===== config.mk =====
export PLATFORM = sky130hd
export DESIGN_NAME = tlic_top
export DESIGN_NICKNAME = d
export VERILOG_FILES = /design/src/tlic_pkg.sv /design/src/tlic_pin_sync.sv /design/src/tlic_top.sv
export SDC_FILE = /design/constraint.sdc
export NUM_CORES = 1
export LEC_CHECK = 0
export BUFFER_PORTS_ARGS = -buffer_cell sky130_fd_sc_hd__buf_2
export CORE_MARGIN = 2
export CORE_UTILIZATION = 40
export CTS_BUF_LIST = sky130_fd_sc_hd__clkbuf_8
export CTS_CLUSTER_SIZE = 28
export DETAILED_ROUTE_END_ITERATION = 10
export HOLD_SLACK_MARGIN = 0.02
export PLACE_DENSITY = 0.64
export RECOVER_POWER = 100
export SYNTH_ARGS = -nofsm -noshare
export SYNTH_HDL_FRONTEND = slang
export SYNTH_SLANG_ARGS = --single-unit

===== constraint.sdc =====
create_clock -name clock -period 4.2 [get_ports clock]
set_clock_uncertainty 0.1 [all_clocks]
set_input_delay 0.21 -clock clock [delete_from_list [all_inputs] [get_ports clock]]
set_output_delay 0.21 -clock clock [all_outputs]
set_load 0.005 [all_outputs]

===== src/tlic_pkg.sv =====
// shared constants and types of the two-level interrupt controller
package tlic_pkg;

  ////////////////////////////////////////////////////////////////////////////////
  // program addresses
  localparam int unsigned ADDR_W = 21;
  localparam logic [20:0] HIGH_VECTOR = 21'h000008;
  localparam logic [20:0] LOW_VECTOR  = 21'h000018;

  ////////////////////////////////////////////////////////////////////////////////
  // timing
  localparam int unsigned CLOCK_HZ        = 20_000_000;
  localparam int unsigned CLOCK_PERIOD_NS = 50;
  // one instruction cycle takes four oscillator clocks
  localparam int unsigned CLKS_PER_INSTR  = 4;
  localparam int unsigned INSTR_PERIOD_NS = 200;
  localparam int unsigned INSTR_CLKS      = INSTR_PERIOD_NS / CLOCK_PERIOD_NS;
  // instruction cycles from capture of a request to the vector
  localparam int unsigned LATENCY_INSTR   = 3;

  ////////////////////////////////////////////////////////////////////////////////
  // reset values
  localparam logic GEN_RESET    = 1'b0;
  localparam logic ACTIVE_RESET = 1'b0;
  localparam logic FLAG_RESET   = 1'b0;

  ////////////////////////////////////////////////////////////////////////////////
  // sequencer states
  typedef enum logic [1:0] {
    TLIC_IDLE = 2'b01,
    TLIC_WAIT = 2'b10
  } tlic_state_e;

endpackage


===== src/tlic_pin_sync.sv =====
// three-stage pin synchroniser with edge-selected event pulse
`timescale 1ns/10ps
`default_nettype none

module tlic_pin_sync (
  // clock and reset
  input  wire logic clock,
  input  wire logic rst,
  // pin and edge choice
  input  wire logic pin_in,
  input  wire logic edge_rise,
  // agreed level and one-cycle event
  output var  logic level,
  output var  logic edge_event
);

  logic s1;
  logic s2;
  logic s3;
  logic [2:0] fill;

  // the level takes the pin's idle state silently until the chain has filled,
  // so a pin resting high after reset gives no false rising edge
  always_ff @(posedge clock) begin
    if (rst) begin
      fill <= 3'h0;
    end else if (fill != 3'h4) begin
      fill <= fill + 3'h1;
    end
  end

  always_ff @(posedge clock) begin
    if (rst) begin
      s1 <= 1'b0;
      s2 <= 1'b0;
      s3 <= 1'b0;
    end else begin
      s1 <= pin_in;
      s2 <= s1;
      s3 <= s2;
    end
  end

  // a change counts only once the second and third stages agree
  always_ff @(posedge clock) begin
    if (rst) begin
      level <= 1'b0;
    end else if (s2 == s3) begin
      level <= s3;
    end
  end

  always_ff @(posedge clock) begin
    if (rst) begin
      edge_event <= 1'b0;
    end else begin
      edge_event <= (fill == 3'h4) && (s2 == s3) && (s3 != level)
                    && (s3 == edge_rise);
    end
  end

endmodule

`default_nettype wire


===== src/tlic_top.sv =====
// two-level vectored interrupt controller
//
// Notes on behaviour
// - high-level requests vector to 0008h, low-level requests to 0018h
// - a pending high-level request preempts a running low-level handler
// - every source has a flag, an enable and a level-select bit
// - two-level operation only while the priority-levels enable is set
// - with levels on, bit 7 enables high sources, bit 6 low sources
// - flag, enable and matching global enable all set: vector by level bit
// - a source whose own enable is clear never causes a vector
// - levels off (reset default) is compatibility mode, level bits ignored
// - compatibility: bit 6 enables peripheral group, bit 7 enables everything
// - compatibility: every accepted interrupt goes to 0008h
// - accepting clears the global enable that admitted the request
// - no low-level interrupt while a high-level handler runs
// - accepting pushes the return address and loads the vector into the pc
// - return-from-handler leaves the handler and sets its global enable again
// - pin events reach the vector three to four instruction cycles after their flag sets
// - flags set on their event regardless of any enable
// - each external pin edge select: 1 rising, 0 falling
// - port-change flag keeps setting until a port read ends the mismatch
`timescale 1ns/10ps
`default_nettype none

module tlic_top #(
  parameter int unsigned N_EXT  = 4,
  parameter int unsigned N_PORT = 4,
  parameter int unsigned N_PER  = 8,
  parameter int unsigned N_SRC  = N_EXT + 1 + N_PER
) (
  // clock and reset
  input  wire logic                      clock,
  input  wire logic                      rst,
  // mode and global enable writes from software
  input  wire logic                      priority_levels_enable,
  input  wire logic                      hi_gen_set,
  input  wire logic                      hi_gen_clr,
  input  wire logic                      lo_gen_set,
  input  wire logic                      lo_gen_clr,
  // per-source controls from software
  input  wire logic [N_SRC-1:0]          src_enable,
  input  wire logic [N_SRC-1:0]          src_priority,
  input  wire logic [N_SRC-1:0]          flag_clear,
  input  wire logic [N_EXT-1:0]          ext_pin_edge_select,
  // event sources
  input  wire logic [N_EXT-1:0]          ext_pin,
  input  wire logic [N_PORT-1:0]         port_pin,
  input  wire logic                      port_read,
  input  wire logic [N_PER-1:0]          periph_event,
  // processor core
  input  wire logic                      return_from_handler_instr,
  output var  logic                      stack_push,
  output var  logic                      pc_load,
  output var  logic [tlic_pkg::ADDR_W-1:0] pc_vector,
  // status
  output var  logic                      high_level_global_enable,
  output var  logic                      low_level_global_enable,
  output var  logic                      high_handler_active,
  output var  logic                      low_handler_active,
  output var  logic [N_SRC-1:0]          src_flag
);

  ////////////////////////////////////////////////////////////////////////////////
  // elaboration checks

  if (N_EXT < 1 || N_EXT > 8) begin : g_bad_ext
    $error("N_EXT must lie in 1..8");
  end
  if (N_PORT < 1 || N_PORT > 8) begin : g_bad_port
    $error("N_PORT must lie in 1..8");
  end
  if (N_PER < 1) begin : g_bad_per
    $error("N_PER must be at least 1");
  end
  if (N_SRC != N_EXT + 1 + N_PER) begin : g_bad_src
    $error("N_SRC must equal N_EXT + 1 + N_PER");
  end

  ////////////////////////////////////////////////////////////////////////////////
  // declarations

  localparam int unsigned DIV_W = $clog2(tlic_pkg::INSTR_CLKS);
  localparam int unsigned LAT_W = $clog2(tlic_pkg::LATENCY_INSTR + 1);
  localparam int unsigned PORT_IDX = N_EXT;

  // sources above the port-change slot form the peripheral group
  localparam logic [N_SRC-1:0] PERIPH_MASK = {{N_PER{1'b1}}, {(N_EXT + 1){1'b0}}};

  logic [DIV_W-1:0]      div_cnt;
  logic                  instr_tick;
  logic [N_EXT-1:0]      ext_evt;
  logic [N_PORT-1:0]     port_lvl;
  logic [N_PORT-1:0]     port_ref;
  logic                  port_mismatch;
  logic [N_SRC-1:0]      src_event;
  logic [N_SRC-1:0]      pend;
  logic                  high_req;
  logic                  low_req;
  tlic_pkg::tlic_state_e state;
  logic [LAT_W-1:0]      lat_cnt;
  logic                  cap_high;
  logic                  accept;
  logic                  ret_hi;
  logic                  ret_lo;

  ////////////////////////////////////////////////////////////////////////////////
  // instruction-cycle enable

  always_ff @(posedge clock) begin
    if (rst) begin
      div_cnt <= '0;
    end else if (div_cnt == DIV_W'(tlic_pkg::INSTR_CLKS - 1)) begin
      div_cnt <= '0;
    end else begin
      div_cnt <= div_cnt + 1'b1;
    end
  end

  assign instr_tick = (div_cnt == DIV_W'(tlic_pkg::INSTR_CLKS - 1));

  ////////////////////////////////////////////////////////////////////////////////
  // pin synchronisers

  for (genvar i = 0; i < N_EXT; i++) begin : g_ext
    tlic_pin_sync u_sync (
      .clock      (clock),
      .rst        (rst),
      .pin_in     (ext_pin[i]),
      .edge_rise  (ext_pin_edge_select[i]),
      .level      (),
      .edge_event (ext_evt[i])
    );
  end

  for (genvar i = 0; i < N_PORT; i++) begin : g_port
    tlic_pin_sync u_sync (
      .clock      (clock),
      .rst        (rst),
      .pin_in     (port_pin[i]),
      .edge_rise  (1'b1),
      .level      (port_lvl[i]),
      .edge_event ()
    );
  end

  ////////////////////////////////////////////////////////////////////////////////
  // port-change mismatch

  // a read of the port takes the present levels as the new reference
  always_ff @(posedge clock) begin
    if (rst) begin
      port_ref <= '0;
    end else if (port_read) begin
      port_ref <= port_lvl;
    end
  end

  assign port_mismatch = |(port_lvl ^ port_ref);

  ////////////////////////////////////////////////////////////////////////////////
  // source flags

  always_comb begin
    src_event = {periph_event, port_mismatch, ext_evt};
  end

  // an event in the cycle of its clear still sets the flag
  always_ff @(posedge clock) begin
    if (rst) begin
      src_flag <= {N_SRC{tlic_pkg::FLAG_RESET}};
    end else begin
      src_flag <= (src_flag & ~flag_clear) | src_event;
    end
  end

  ////////////////////////////////////////////////////////////////////////////////
  // eligibility

  assign pend = src_flag & src_enable;

  always_comb begin
    if (priority_levels_enable) begin
      high_req = high_level_global_enable && |(pend & src_priority);
      low_req  = low_level_global_enable && !high_handler_active
                 && |(pend & ~src_priority);
    end else begin
      // level bits ignored; bit 6 gates only the peripheral group
      high_req = high_level_global_enable
                 && |(pend & (~PERIPH_MASK | {N_SRC{low_level_global_enable}}));
      low_req  = 1'b0;
    end
  end

  ////////////////////////////////////////////////////////////////////////////////
  // request sequencer

  // the wait is counted in instruction cycles, never in core progress, so
  // latency does not depend on how long the interrupted instruction is
  always_ff @(posedge clock) begin
    if (rst) begin
      state    <= tlic_pkg::TLIC_IDLE;
      lat_cnt  <= '0;
      cap_high <= 1'b0;
    end else begin
      case (state)
        tlic_pkg::TLIC_IDLE: begin
          if (instr_tick && (high_req || low_req)) begin
            state    <= tlic_pkg::TLIC_WAIT;
            lat_cnt  <= LAT_W'(tlic_pkg::LATENCY_INSTR - 1);
            cap_high <= high_req;
          end
        end
        tlic_pkg::TLIC_WAIT: begin
          if (instr_tick) begin
            if (lat_cnt == '0) begin
              state <= tlic_pkg::TLIC_IDLE;
            end else begin
              lat_cnt <= lat_cnt - 1'b1;
            end
          end
        end
        default: begin
          state <= tlic_pkg::TLIC_IDLE;
        end
      endcase
    end
  end

  assign accept = (state == tlic_pkg::TLIC_WAIT) && instr_tick && (lat_cnt == '0);

  ////////////////////////////////////////////////////////////////////////////////
  // core commands

  always_ff @(posedge clock) begin
    if (rst) begin
      stack_push <= 1'b0;
      pc_load    <= 1'b0;
    end else begin
      stack_push <= accept;
      pc_load    <= accept;
    end
  end

  always_ff @(posedge clock) begin
    if (rst) begin
      pc_vector <= tlic_pkg::HIGH_VECTOR;
    end else if (accept) begin
      pc_vector <= cap_high ? tlic_pkg::HIGH_VECTOR : tlic_pkg::LOW_VECTOR;
    end
  end

  ////////////////////////////////////////////////////////////////////////////////
  // handler tracking

  // with nothing active a return still re-arms bit 7, as compatibility code expects
  assign ret_hi = return_from_handler_instr && (high_handler_active || !low_handler_active);
  assign ret_lo = return_from_handler_instr && !high_handler_active && low_handler_active;

  always_ff @(posedge clock) begin
    if (rst) begin
      high_handler_active <= tlic_pkg::ACTIVE_RESET;
    end else if (accept && cap_high) begin
      high_handler_active <= 1'b1;
    end else if (ret_hi) begin
      high_handler_active <= 1'b0;
    end
  end

  always_ff @(posedge clock) begin
    if (rst) begin
      low_handler_active <= tlic_pkg::ACTIVE_RESET;
    end else if (accept && !cap_high) begin
      low_handler_active <= 1'b1;
    end else if (ret_lo) begin
      low_handler_active <= 1'b0;
    end
  end

  ////////////////////////////////////////////////////////////////////////////////
  // global enables

  // bit 7: high-level enable, or the all-sources enable in compatibility mode;
  // the hardware clear on acceptance beats a software set in the same cycle
  always_ff @(posedge clock) begin
    if (rst) begin
      high_level_global_enable <= tlic_pkg::GEN_RESET;
    end else if (accept && cap_high) begin
      high_level_global_enable <= 1'b0;
    end else if (ret_hi) begin
      high_level_global_enable <= 1'b1;
    end else if (hi_gen_clr) begin
      high_level_global_enable <= 1'b0;
    end else if (hi_gen_set) begin
      high_level_global_enable <= 1'b1;
    end
  end

  // bit 6: low-level enable, or the peripheral-group enable in compatibility mode
  always_ff @(posedge clock) begin
    if (rst) begin
      low_level_global_enable <= tlic_pkg::GEN_RESET;
    end else if (accept && !cap_high) begin
      low_level_global_enable <= 1'b0;
    end else if (ret_lo) begin
      low_level_global_enable <= 1'b1;
    end else if (lo_gen_clr) begin
      low_level_global_enable <= 1'b0;
    end else if (lo_gen_set) begin
      low_level_global_enable <= 1'b1;
    end
  end

endmodule

`default_nettype wire


# Word-level counts from Yosys, hierarchy flattened
# Index checks and enable logic that the tools add are counted.
[totals] rom_bits=0 mem_count=0 in_bits=68 output_inout_bits=40 ramBits=0 latchBits=0 ff_bits=98 elab_cells=163
[op_classes] eq_ne=31 n_mux=20 magnitude_cmp=0 multipliers=0 n_shift=0 n_div=0 bitwise=9 reduce_logical=45 n_addsub=6
[ops] cell="bitwise AND 13 bit" count=5
[ops] cell="OR reduction 13 bit" count=3
[ops] cell="NOT 13 bit" count=2
[ops] cell="logical AND 1 bit" count=24
[ops] cell="OR 13 bit" count=1
[ops] cell="adder 3 x 1 -> 3 bit (second input constant)" count=4
[ops] cell="== test 1 bit" count=12
[ops] cell="== test 3 bit (second input constant)" count=4
[ops] cell="two-way mux 1 bit" count=12
[ops] cell="!= test 3 bit (second input constant)" count=4
[ops] cell="two-way mux 2 bit" count=5
[ops] cell="!= test 2 bit (second input constant)" count=4
[ops] cell="case mux 2 bit (2 select lines)" count=2
[ops] cell="nonzero test 2 bit" count=3
[ops] cell="nonzero test 3 bit" count=2
[ops] cell="OR reduction 2 bit" count=3
[ops] cell="two-way mux 5 bit" count=1
[ops] cell="== test 2 bit (second input constant)" count=2
[ops] cell="!= test 1 bit" count=4
[ops] cell="AND reduction 4 bit" count=1
[ops] cell="OR reduction 4 bit" count=1
[ops] cell="XOR 4 bit" count=1
[ops] cell="zero test 1 bit" count=3
[ops] cell="AND reduction 3 bit" count=1
[ops] cell="other kinds (6)" count=7

# Longest topological paths before layout
[depth] depth_word=9 depth_mapped=7 ltp_nobuf=7

# By module
# A second synthesis with hierarchy kept.
[hier_totals] cells_unflattened=451 area_unflattened_um2=4140.2
[modules_own_cells] mod="tlic_pin_sync" seq_area_each_um2=160.2 instances=8 area_per_inst_um2=319.1 cells_each=31
[modules_own_cells] mod="tlic_top" seq_area_each_um2=600.6 instances=1 area_per_inst_um2=1587.8 cells_each=203

# Worst setup path after synthesis
# No wires, ideal clock.
[synth_path] path_kind="register to register" startpoint="reg src_flag[4]" endpoint="reg lat_cnt[1]" arrival_ps=1294 required_ps=3960 setup_ps=140 path_stages_with_launch=7 period_less_slack_ps=1534 n_path_buf=0 path_slack_ps=2666 cell_sequence="dfxtp_1 and3_1 a31oi_1 nand4_1 or3_4 a31oi_4 a221oi_1"
[synth_between] elab_chain_len=9 elab_cells_between_ends=16 classes_between="eq/ne: 1; mux: 2; bitwise: 4; reduce/logical: 9"
[synth_rtl] item="start: declaration" line_no="tlic_top.sv:60" source="output var logic [N_SRC-1:0] src_flag"
[synth_rtl] item="start signal: assignment" line_no="tlic_top.sv:170" source="src_flag <= {N_SRC{tlic_pkg::FLAG_RESET}};"
[synth_rtl] item="start signal: assignment" line_no="tlic_top.sv:172" source="src_flag <= (src_flag & ~flag_clear) | src_event;"
[synth_rtl] item="bitwise AND 13 bit (*)" line_no="tlic_top.sv:179" source="assign pend = src_flag & src_enable;"
[synth_rtl] item="bitwise AND 13 bit (on tied branches)" line_no="tlic_top.sv:189, tlic_top.sv:183, tlic_top.sv:185"
[synth_rtl] item="OR reduction 13 bit (on tied branches)" line_no="tlic_top.sv:189, tlic_top.sv:183, tlic_top.sv:185"
[synth_rtl] item="logical AND 1 bit (on tied branches)" line_no="tlic_top.sv:189, tlic_top.sv:183, tlic_top.sv:185"
[synth_rtl] item="two-way mux 1 bit" line_no="tlic_top.sv:182" source="if (priority_levels_enable) begin"
[synth_rtl] item="logical OR 1 bit (*)" line_no="tlic_top.sv:207" source="if (instr_tick && (high_req || low_req)) begin"
[synth_rtl] item="logical AND 1 bit (*)" line_no="tlic_top.sv:207"
[synth_rtl] item="!= test 2 bit (no source line) (*)"
[synth_rtl] item="AND reduction 4 bit (no source line) (*)"
[synth_rtl] item="end signal: assignment" line_no="tlic_top.sv:209" source="lat_cnt <= LAT_W'(tlic_pkg::LATENCY_INSTR - 1);"
[synth_rtl] item="end signal: assignment" line_no="tlic_top.sv:218" source="lat_cnt <= lat_cnt - 1'b1;"
[synth_rtl] item="end: declaration" line_no="tlic_top.sv:100" source="logic [LAT_W-1:0] lat_cnt;"
# Every way passes the cells marked *; elsewhere a longest branch is shown, timed or not.
# A chain may end at the register's enable or synchronous reset.

# Final worst setup path
[layout_path] startpoint="in rst" endpoint="reg low_level_global_enable"
[layout_between] elab_chain_len=1
[layout_rtl] item="start: declaration" line_no="tlic_top.sv:33" source="input wire logic rst,"
[layout_rtl] item="OR reduction 2 bit (no source line)"
[layout_rtl] item="end signal: assignment" line_no="tlic_top.sv:301" source="low_level_global_enable <= tlic_pkg::GEN_RESET;"
[layout_rtl] item="end: declaration" line_no="tlic_top.sv:57" source="output var logic low_level_global_enable,"
# No other way between the ends.

==> reports/metrics.csv <==
stage;metric;value;unit
critical_path;cp.arrival;2.51;ns
floorplanning;ios;108;
critical_path;endpoint_kind;flip-flop;
timing;rsz0062_at_grt;false;
synth;synth_cell_type_count;39;
placed_design;placed_cell_area;3660;um2
clocking;htreeDepth;3;
synth;synth_cells;370;
critical_path;cp_max_fo;59;
pwr;ir_worst_vdd;0.278;mV
global_route;grt_max_degree;60;
critical_path;crit_path_start_kind;input pin;
floorplanning;die-area;8790;um2
finish;layout-drive-gt1-share;21.6;%
global_route;gr-usage-all-layers;15.0;%
global_route;grt_pass1_wl;10500;um
timing;worstMarginPinSlew;2.41;ns
route;route.vias.total;2720;
clocking;clk_pin_slew;0.07;ns
timing;slew_viol_final;60;
floorplanning;row_count;32;
finish;final_area;4020;um2
route;viasPerCell;4.70;
synth;yosys.area.top_type;dfxtp_1;
placed_design;pre_cts_ws;2.45;ns
global_route;grt_overflow;0;
clocking;worstSkewPairLatency;0.34;ns
synth;syn_area;3220;um2
global_route;grtUsageMet1;17.6;%
critical_path;r2r_slack;2.43;ns
timing;hold_viol_final;0;
synth;synth_seq_area_share;48.5;%
run_status;violations;max-capacitance violations, max-slew violations;
synth;synth_area_leaders;dfxtp_1 (48%), nor2b_1 (5.0%), buf_4 (4.9%);
synth;synth_top_area_share;48.5;%
job;drv_cap;1;
timing;period_needed;2.38;ns
floorplanning;die_h;93.7;um
clocking;post_cts_buffers;0;
pwr;total_power;1510;uW
placed_design;dp_hpwl;4760;um
clocking;cts_sinks;78;
critical_path;crit_required;4.32;ns
floorplanning;core;7770;um2
global_route;antenna_found_initial;0;
placed_design;io_buffers;87;
synth;synthFlopType;dfxtp_1;
critical_path;cp_slowest_cell;clkbuf_1;
finish;fin_nets;550;
timing;setup_viol;0;
clocking;cts_made_buffers;9;
global_route;busiest_layer;met2;
synth;async_flop_share;0;%
global_route;grt_pass1_vias;2480;
clocking;ctsLongestPathBuffers;2;
critical_path;crit_chain;clkbuf_1, buf_4, nor3_1;
global_route;use_met3;4.90;%
floorplanning;die_w;93.7;um
synth;synth_area_per_cell;8.71;um2
synth;yosysWarnings;0;
timing;finalCritPeriodShare;56.7;%
timing;setup_tns;0;ns
pwr;p_per_area;376;nW/um2
timing;fmax;0.420;GHz
floorplanning;start_util;41.5;%
route;drtAntennaViolNets;0;
run_status;status;finished, violations left;
pwr;p_leak;0.00178;uW
route;drtIter0Drc;78;
clocking;ctsResizeCount;0;
worst_hold_path;hp-class;in -> reg;
clocking;root_buffer;clkbuf_8;
critical_path;critPathMaxStageDelay;1.69;ns
global_route;use_met2;26.1;%
route;drtPass1Iterations;4;
synth;synth-seq-cells;78;
route;drt-wirelength-per-cell;11.3;um
placed_design;gp_congestion;0.783;
route;routed_wl;6530;um
clocking;cts_tree;yes;
critical_path;critPathKind;in -> reg;
finish;antenna_cells;0;
synth;synth-edff-count;0;
timing;setup_ws;1.82;ns
timing;slew_headroom;-60.8;%
finish;syn_to_final_growth;24.7;%
route;drc;0;
[cells in the final DEF (no fill, tap or decap), types with 3 or more instances in the layout]
master / n
clkbuf_1: 6
or4b_2: 3
inv_1: 27
buf_2: 81
mux2i_1: 4
nor2b_1: 26
nand4b_1: 5
nand3_1: 15
ha_1: 10
dfxtp_1: 78
nor2_1: 39
o21ai_0: 10
a31oi_1: 3
dlygate4sd3_1: 16
o22ai_1: 7
nand2_1: 37
nor3_1: 7
a211oi_1: 4
nand4_1: 6
clkbuf_8: 10
conb_1: 20
a21oi_1: 29
xnor2_1: 5
and3_1: 3
[worst paths after layout]
kind | cells after the start | to | start
setup / recovery | 3 | low_level_global_enable$_SDFFE_PP0P_ | rst
hold / removal | 3 | low_level_global_enable$_SDFFE_PP0P_ | lo_gen_clr
setup reg to reg | 7 | lat_cnt[0]$_SDFFE_PP0P_ | div_cnt[0]$_SDFF_PP0_
hold reg to reg | 1 | g_port[0].u_sync.s2$_SDFF_PP0_ | g_port[0].u_sync.s1$_SDFF_PP0_
[worst max-delay path: cells and delay by family]
kind / cells / cell delay [ns]
buf+inv: 2 / 2.18
simple gates: 1 / 0.09
[metal layers]
metal,wire [um],vias to the layer above
met5,0,-
met3,419,6
met4,56,0
met2,3200,81
met1,2860,1226
li1,-,1407
[metrics by stage]
stage,util (%),instances,hold WS (ns)
6_report,51.7,579,0.0521
5_1_grt,51.7,579,0.0286
4_1_cts,51.8,579,0.0250
3_5_place_dp,47.2,547,0.320
3_3_place_gp,47.2,547,0.315
2_1_floorplan,-,388,0.227
[cells by family (layout without fill, tap and decap cells)]
logic type      Yosys count  in the layout  synth area share, %
compound gates           62             62                 11.7
xor+xnor                  6              6                 1.63
fa+ha+maj                10             10                 3.88
buf+inv                  57            146                 9.09
flops                    78             78                 48.5
mux                       4              4                 1.24
other cells               2             20                0.233
simple gates            151            151                 23.7
[sequential cells by signal, summed over array words and instances (netlist names), 2 cells and up]
signal,flops
g_ext.u_sync.s1,4
g_ext.u_sync.level,4
g_ext.u_sync.s2,4
g_port.u_sync.s2,4
state,2
g_port.u_sync.s1,4
g_port.u_sync.level,4
g_port.u_sync.s3,4
lat_cnt,2
src_flag,13
g_ext.u_sync.fill,12
g_ext.u_sync.edge_event,4
port_ref,4
g_ext.u_sync.s3,4
div_cnt,2
[area by class of cell]
class	count	area [um2]
clock buffers	10	138
multi-input cells	253	1440
well taps	102	128
flip-flops and latches	78	1560
clock inverters	6	61.3
inverters	26	97.6
repair buffers	104	596
fillers	769	3750
[power breakdown]
part	switching, uW	internal (uW)	total (uW)
Combinational	78.4	80.4	159
Sequential	25.1	774	799
Clock	262	290	551
[cell usage after synthesis (3+ instances only)]
cell type,number
dfxtp_1,78
clkbuf_1,7
mux2i_1,4
a211oi_1,4
nand4_1,6
a31oi_1,3
nor3_1,7
nand4b_1,5
nor2b_1,26
ha_1,10
buf_1,3
buf_4,21
o22ai_1,7
and3_1,3
xnor2_1,5
or4b_2,3
a21oi_1,29
inv_1,26
nand2_1,37
nor2_1,39
nand3_1,15
o21ai_0,10
[what timing repair did]
action                                  CTS  global route
hold endpoints to repair                 16             0
hold buffers                             16             0
endpoints found under the setup margin    0             0
Power figures use the tool's default switching activity.
